**src/lpm_pkg.sv**
```systemverilog
package lpm_pkg;

    // ======================================================
    // register map
    localparam logic [7:0] ctrl_off      = 8'h00;
    localparam logic [7:0] monitor_off   = 8'h04;
    localparam logic [7:0] state_off     = 8'h08;
    localparam logic [7:0] irq_stat_off  = 8'h0c;
    localparam logic [7:0] irq_mask_off  = 8'h10;

    // ======================================================
    // control bit positions
    localparam int standby_sel_bit  = 0;
    localparam int clk_stop_en_bit  = 1;
    localparam int deep_sel_bit     = 2;
    localparam int bus_pin_oe_bit   = 3;
    localparam int deep_cut_lsb     = 4;
    localparam int tmr0_run_bit     = 6;
    localparam int tmr1_run_bit     = 7;
    localparam int shutoff_run_bit  = 8;
    localparam int periph_run_bit   = 9;
    localparam int ctrl_width       = 10;
    localparam logic [9:0] ctrl_rst = 10'h000;

    // monitor bit positions
    localparam int mon1_sel_bit     = 0;
    localparam int mon2_sel_bit     = 1;
    localparam int mon2_cmp_oe_bit  = 2;
    localparam int mon2_irq_en_bit  = 3;
    localparam int mon2_filt_off_bit = 4;
    localparam int det2_en_bit      = 5;
    localparam logic [5:0] monitor_rst = 6'h00;

    // interrupt status bits
    localparam int ev_wake_bit      = 0;
    localparam int ev_redirect_bit  = 1;
    localparam int ev_shutoff_bit   = 2;
    localparam logic [2:0] irq_rst  = 3'h0;
    localparam logic [1:0] deep_cut_all = 2'h3;

    typedef enum logic [2:0] {
        st_run, st_sleep, st_clk_stop, st_sw_stby, st_deep_stby, st_deep_exit
    } lpm_state_e;

    // clock and power gate of one controlled unit
    typedef struct packed {
        logic run;
        logic powered;
    } unit_ctl_s;

endpackage

```
**src/low_power_mode_states.sv**
```systemverilog
`timescale 1ns/1ps
`default_nettype none

module low_power_mode_states
    import lpm_pkg::*;
(
    input  wire logic        pclk,
    input  wire logic        presetn,
    input  wire logic        psel,
    input  wire logic        penable,
    input  wire logic        pwrite,
    input  wire logic [7:0]  paddr,
    input  wire logic [31:0] pwdata,
    output logic             pready,
    output logic             pslverr,
    output logic [31:0]      prdata,
    input  wire logic        wait_exec,
    input  wire logic        nmi_pin,
    input  wire logic [15:0] external_pin_interrupts,
    input  wire logic [7:0]  periph_wake,
    input  wire logic        shutoff_cond,
    output unit_ctl_s        eight_bit_timer_unit0,
    output unit_ctl_s        eight_bit_timer_unit1,
    output unit_ctl_s        pin_shutoff_unit,
    output unit_ctl_s        periph_units,
    output logic             voltage_detector_run,
    output logic             por_low_power,
    output logic             bus_clk_keep,
    output logic             bus_pins_hold,
    output logic             bus_pins_hiz,
    output logic             module_reset_n,
    output logic             shutoff_irq,
    output logic [2:0]       mode_state,
    output logic             irq
);

    // ======================================================
    // pin synchronisers
    logic [16:0] pin_meta_q;
    logic [16:0] pin_sync_q;

    always_ff @(posedge pclk or negedge presetn) begin
        if (!presetn) begin
            pin_meta_q <= '0;
            pin_sync_q <= '0;
        end else begin
            pin_meta_q <= {nmi_pin, external_pin_interrupts};
            pin_sync_q <= pin_meta_q;
        end
    end

    // ======================================================
    // registers
    logic [ctrl_width-1:0] ctrl_q;
    logic [5:0]            mon_q;
    logic [2:0]            stat_q;
    logic [2:0]            stat_d;
    logic [2:0]            mask_q;
    logic [31:0]           prdata_q;
    lpm_state_e            state_q;
    lpm_state_e            state_d;

    // bus decode
    wire setup_ph = psel && !penable;
    wire wr_acc   = psel && penable && pwrite;
    wire hit_ctrl = paddr == ctrl_off;
    wire hit_mon  = paddr == monitor_off;
    wire hit_st   = paddr == state_off;
    wire hit_is   = paddr == irq_stat_off;
    wire hit_im   = paddr == irq_mask_off;
    wire hit_any  = hit_ctrl || hit_mon || hit_st || hit_is || hit_im;

    wire [31:0] rd_mux =
        hit_ctrl ? {{(32-ctrl_width){1'b0}}, ctrl_q} :
        hit_mon  ? {26'h0, mon_q} :
        hit_st   ? {29'h0, state_q} :
        hit_is   ? {29'h0, stat_q} :
        hit_im   ? {29'h0, mask_q} : 32'h0;

    assign pready  = 1'b1;
    assign pslverr = psel && penable && !hit_any;
    assign prdata  = prdata_q;

    // control field views
    wire       in_run     = state_q == st_run;
    wire       want_stby  = ctrl_q[standby_sel_bit];
    wire       want_stop  = ctrl_q[clk_stop_en_bit];
    wire       want_deep  = ctrl_q[deep_sel_bit];
    wire [1:0] deep_cut_field = ctrl_q[deep_cut_lsb +: 2];
    wire       monitor1_mode_select = mon_q[mon1_sel_bit];
    wire       monitor2_mode_select = mon_q[mon2_sel_bit];
    wire       detector2_enable     = mon_q[det2_en_bit];
    wire       deep_block = monitor1_mode_select || monitor2_mode_select;

    // wake sources: pins after sync, peripherals same clock
    wire wake     = (|pin_sync_q) || (|periph_wake);
    wire enter    = in_run && wait_exec;
    wire redirect = enter && want_stby && want_deep && deep_block;

    // ======================================================
    // mode sequencer
    always_comb begin
        state_d = state_q;
        case (state_q)
            st_run: begin
                if (enter) begin
                    if (!want_stby) begin
                        state_d = want_stop ? st_clk_stop : st_sleep;
                    end else if (want_deep && !deep_block) begin
                        state_d = st_deep_stby;
                    end else begin
                        state_d = st_sw_stby;
                    end
                end
            end
            st_sleep, st_clk_stop, st_sw_stby: begin
                if (wake) begin
                    state_d = st_run;
                end
            end
            st_deep_stby: begin
                if (wake) begin
                    state_d = st_deep_exit;
                end
            end
            default: begin
                state_d = st_run;
            end
        endcase
    end

    // ======================================================
    // interrupt status: set wins over write-one clear
    wire [2:0] ev_set = {shutoff_cond,
                         redirect,
                         wake && !in_run && state_q != st_deep_exit};
    wire [2:0] w1c    = (wr_acc && hit_is) ? pwdata[2:0] : 3'h0;

    always_comb begin
        stat_d = (stat_q & ~w1c) | ev_set;
    end

    always_ff @(posedge pclk or negedge presetn) begin
        if (!presetn) begin
            state_q <= st_run;
            stat_q  <= irq_rst;
        end else begin
            state_q <= state_d;
            stat_q  <= stat_d;
        end
    end

    // register writes
    always_ff @(posedge pclk or negedge presetn) begin
        if (!presetn) begin
            ctrl_q <= ctrl_rst;
            mon_q  <= monitor_rst;
            mask_q <= irq_rst;
        end else if (wr_acc) begin
            if (hit_ctrl) begin
                ctrl_q <= pwdata[ctrl_width-1:0];
            end else if (hit_mon) begin
                mon_q <= pwdata[5:0];
            end else if (hit_im) begin
                mask_q <= pwdata[2:0];
            end
        end
    end

    // read data captured in setup so prdata comes from a flop
    always_ff @(posedge pclk or negedge presetn) begin
        if (!presetn) begin
            prdata_q <= 32'h0;
        end else if (setup_ph && !pwrite) begin
            prdata_q <= rd_mux;
        end
    end

    // ======================================================
    // unit clock and power gating per mode
    wire opt_mode = state_q == st_sleep || state_q == st_clk_stop;
    wire deep     = state_q == st_deep_stby;
    wire stby     = state_q == st_sw_stby || deep;
    wire clk_stop = state_q == st_clk_stop;

    // halted units keep power (retained); deep cuts it (undefined)
    assign eight_bit_timer_unit0.run =
        in_run || (opt_mode && ctrl_q[tmr0_run_bit]);
    assign eight_bit_timer_unit1.run =
        in_run || (opt_mode && ctrl_q[tmr1_run_bit]);
    assign pin_shutoff_unit.run =
        in_run || (opt_mode && ctrl_q[shutoff_run_bit]);
    assign periph_units.run =
        in_run || (state_q == st_sleep && ctrl_q[periph_run_bit]);
    assign eight_bit_timer_unit0.powered = !deep;
    assign eight_bit_timer_unit1.powered = !deep;
    assign pin_shutoff_unit.powered      = !deep;
    assign periph_units.powered          = !deep;

    // detector and power-on reset in deep standby
    wire cut_all = deep && deep_cut_field == deep_cut_all;
    assign voltage_detector_run = detector2_enable && !cut_all;
    assign por_low_power        = cut_all;

    // bus pins
    assign bus_clk_keep  = !stby;
    assign bus_pins_hold = stby && ctrl_q[bus_pin_oe_bit];
    assign bus_pins_hiz  = stby && !ctrl_q[bus_pin_oe_bit];

    // lost units reset on the way out of deep standby
    assign module_reset_n = state_q != st_deep_exit;

    // shutoff flag held back while the clocks are stopped
    assign shutoff_irq = stat_q[ev_shutoff_bit] && !clk_stop;

    assign mode_state = state_q;
    // shutoff bit kept off the irq line while clocks are stopped
    wire [2:0] irq_src = stat_q & mask_q & {!clk_stop, 2'b11};
    assign irq        = |irq_src;
endmodule

`default_nettype wire

```
**config.mk**
```make
export PLATFORM = sky130hd
export DESIGN_NAME = low_power_mode_states
export DESIGN_NICKNAME = d
export VERILOG_FILES = /design/src/lpm_pkg.sv /design/src/low_power_mode_states.sv
export SDC_FILE = /design/constraint.sdc
export NUM_CORES = 1
export LEC_CHECK = 0
export BUFFER_PORTS_ARGS = -buffer_cell sky130_fd_sc_hd__buf_4
export CORE_MARGIN = 1.5
export CORE_UTILIZATION = 30
export DETAILED_ROUTE_END_ITERATION = 16
export SLEW_MARGIN = 30
export SYNTH_ARGS = -nofsm -noshare
export SYNTH_HDL_FRONTEND = slang
export SYNTH_SLANG_ARGS = --single-unit
```
**constraint.sdc**
```tcl
create_clock -name pclk -period 4.15 [get_ports pclk]
set_clock_uncertainty 0.1 [all_clocks]
set_input_delay 0.83 -clock pclk [delete_from_list [all_inputs] [get_ports pclk]]
set_output_delay 0.83 -clock pclk [all_outputs]
set_load 0.05 [all_outputs]
```
==> summary.md <==
| Metric | Value |
|---|---|
| Outcome | `complete, no violations` |
| # rows | `35` |
| Routed wire length | `6032 um` |
| H-tree depth | `3` |
| Max Root-Sink Buffers | `2` |
| Net count, final | `387` |
| Antenna diode count | `0` |
| Crit path largest cell delay | `540 ps` |
| Distinct cells, synth | `39` |
| Startpoint Class | `flip-flop` |
| CP top delay family | `simple AND/OR/NAND/NOR gates` |
| Hold Fails Final Rpt | `0` |
| Share of cells above drive strength 1 | `37.19%` |
| Setup Buffers After CTS | `0` |
| Vias in the first global route | `1905` |
| Post-synth EDFFs | `0` |
| Hold Path Stages | `0` |
| Post-synthesis cell count | `237` |
| Xor and xnor fraction of the mapped netlist area | `0.2995%` |
| IO Pins | `125` |
| CTS tree | `done` |
| # resized after CTS | `0` |
| Synthesized cell area | `2924 um^2` |
| CP bufs+invs | `1` |
| Peak supply drop | `0.2201 mV` |
| Hold_buf cts | `0` |
| Simple-Gate Fraction of Synth Area | `11.55%` |
| Worst-path fanout max | `11` |
| Seq/Total Area, Yosys | `59.05%` |
| Least-Margin Pin Slew | `746.7 ps` |
| Compound-cell area share of the yosys netlist | `8.858%` |
| Via density | `4.414` |
| Sum Neg Setup Slack | `0 ps` |
| Power Density | `408.3 nW/um^2` |
| Gr usage total | `12.69%` |
| Async S/R FF share, synth | `100.0%` |
| Reg-to-Reg Start | `mode_state[2]$_DFFE_PN0P_` |
| Hold_sp | `pin_meta_q[1]$_DFF_PN0_` |
| Gp weighted congestion | `0.8142` |
| #FFs+latches synth | `69` |
| End of the worst hold path | `pin_sync_q[1]$_DFF_PN0_` |
| CP arrival | `2040 ps` |
| Top FF cell, synth | `dfrtp_1` |
| Critical setup path kind | `reg2out` |
| Clk_lat worst skew | `340 ps` |
| R2r setup slk | `2310 ps` |
| Max-cap viol count | `0` |
| Worst-path cell chain | `nor2_1, nand2_1, o21a_1, nor2b_1, buf_4` |
| R2R cell count | `4` |
| Mean Syn Cell Area | `12.34 um^2` |
| Antenna-violating nets left | `0` |
| Fill count | `899` |
| # DRC | `0` |
| Setup Viol. Count Final | `0` |
| Yosys warnings | `0` |
| Clk root buf | `clkbuf_8` |
| Slowest CP cell | `dfrtp_1` |
| Starting DRT DRC Count | `70` |
| Fmax | `0.3369 GHz` |
| Post-DP HPWL | `4347 um` |
| CTS clk-pin slew, worst paths | `80 ps` |
| Die width | `101.7 um` |
| Drt first pass iters | `4` |
| Core ar. | `9328 um^2` |
| Die height | `101.7 um` |
| First-pass GRT wire length | `9749 um` |
| CP Data Required Time | `3220 ps` |
| Endpoint class of the critical path | `output pin` |
| Die area | `10350 um^2` |
| Largest family of logic cells by synthesized area | `simple AND/OR/NAND/NOR gates` |
| Clock sinks | `69` |
| Total CTS buffers | `9` |
| Total gr overflow | `0` |
| Starting Density | `31.35%` |
| Worst hold path class | `reg2reg` |
| Crit share post-route | `71.53%` |
| Initial antenna violation count | `0` |
| Mux cell area share after synthesis | `11.00%` |
| Avg WL per Cell | `13.43 um` |
| Largest net degree at the start of global routing | `70` |
| Slew Viols, Final | `0` |
| Buffers on Ports | `79` |
| Worst slew margin | `49.76%` |
| RSZ-0062 raised after global routing | `false` |
| Final min period | `2969 ps` |
| Reg2reg end | `mode_state[0]$_DFFE_PN0P_` |
| Core Util, Final | `40.64%` |
| Post-Synth Adder-Cell Area | `0%` |
| Area grow syn2layout | `29.65%` |
| Leak | `1.830 nW` |
| Vias | `1982` |
how the worst max path moves through the flow:
| stage | startpoint | to | slack, ps | depth (start not counted) |
|---|---|---|---|---|
| 6_report | mode_state[0]$_DFFE_PN0P_ | bus_pins_hold | 1180 | 5 |
| 5_1_grt | mode_state[0]$_DFFE_PN0P_ | bus_pins_hold | 970 | 5 |
| 4_1_cts | mode_state[0]$_DFFE_PN0P_ | bus_pins_hold | 1120 | 5 |
| 3_5_place_dp | paddr[6] | mask_q[1]$_DFFE_PN0P_ | 1080 | 5 |
| 3_3_place_gp | paddr[6] | mask_q[0]$_DFFE_PN0P_ | 1080 | 5 |
| 2_1_floorplan | mode_state[0]$_DFFE_PN0P_ | voltage_detector_run | 490 | 5 |
stage by stage:
| step | hold slack (ps) | power (mW) | cell area [um^2] | setup slack [ps] | instances |
|---|---|---|---|---|---|
| final | 245.8 | 1.548 | 3791 | 1181 | 449 |
| after detailed placement | 234.7 | 0.8724 | 3517 | 1078 | 432 |
| after global routing | 259.4 | 1.618 | 3791 | 966.0 | 449 |
| after CTS | 249.6 | 1.567 | 3771 | 1117 | 448 |
| after global placement | 233.9 | 0.8701 | 3517 | 1075 | 432 |
| after floorplan | 231.2 | 0.8208 | 3003 | 490.1 | 258 |
cells in the final DEF, fill, tap and decap left out, types with 2 or more instances in the layout:
cell,n
nand2_1,17
nand2b_1,3
o31ai_1,2
dfrtp_1,69
o21a_1,2
or4_4,2
bufinv_16,3
nor3_1,2
mux2_4,10
nor2_1,14
inv_8,2
buf_4,79
inv_1,6
a21oi_1,9
mux2i_1,7
o41ai_1,2
o21ai_0,6
a22o_1,7
a21o_1,2
nor2b_1,5
clkbuf_8,9
nor4_1,8
mux2_2,9
conb_1,23
nand3_1,2
a2111oi_0,2
nand4_1,2
power breakdown:
group	internal (mW)	switching, mW
combinational	0.0513	0.107
clock	0.411	0.278
sequential	0.692	0.00969
Yosys cell counts (2+ instances only):
master	n	area (um^2)
mux2_2	9	101.4
nand3_1	2	10.01
o21ai_0	6	30.03
a2111oi_0	2	17.52
dfrtp_1	69	1727
nor2b_1	5	31.28
o31ai_1	2	15.01
clkbuf_1	6	22.52
or4_4	2	22.52
nor4_1	8	50.05
buf_4	26	195.2
nor3_1	2	10.01
conb_1	2	7.510
buf_6	2	22.52
a21oi_1	9	45.04
nand2b_1	3	18.77
o21a_1	2	15.01
nand4_1	2	12.51
nor2_1	14	52.55
a21o_1	2	15.01
mux2i_1	7	70.07
a22o_1	7	61.31
o41ai_1	2	17.52
inv_1	6	22.52
mux2_4	10	150.1
nand2_1	17	63.81
registers in the layout (all words and copies together) (netlist names):
signal / flops
ctrl_q: 10
mask_q: 3
mode_state: 3
mon_q: 6
pin_meta_q: 17
pin_sync_q: 17
prdata: 10
stat_q: 3
kinds of logic (layout without fill, tap and decap cells):
group,after synthesis,after routing
other,2,23
AO/OA/AOI/OAI,37,37
flip-flops,69,69
multiplexers,26,26
AND/OR/NAND/NOR,62,62
XOR/XNOR,1,1
buffers and inverters,40,102
metal layers:
layer	share of wire, %	track usage (%)	vias to the layer above
met5	0	0	-
met4	1.5	5.449	0
met3	7.9	4.003	9
met2	44	18.51	91
met1	46	17.36	944
li1	-	-	938
final cells by class:
cell class              instances  area (um^2)  area share, %
repair buffers                 80        613.1          16.17
multi-input cells             149         1013          26.73
well taps                     129        161.4          4.257
inverters                       6        22.52         0.5941
flip-flops and latches         69         1727          45.54
clock buffers                   9        123.9          3.267
clock inverters                 7        130.1          3.432
(Power assumes the default switching activity.)
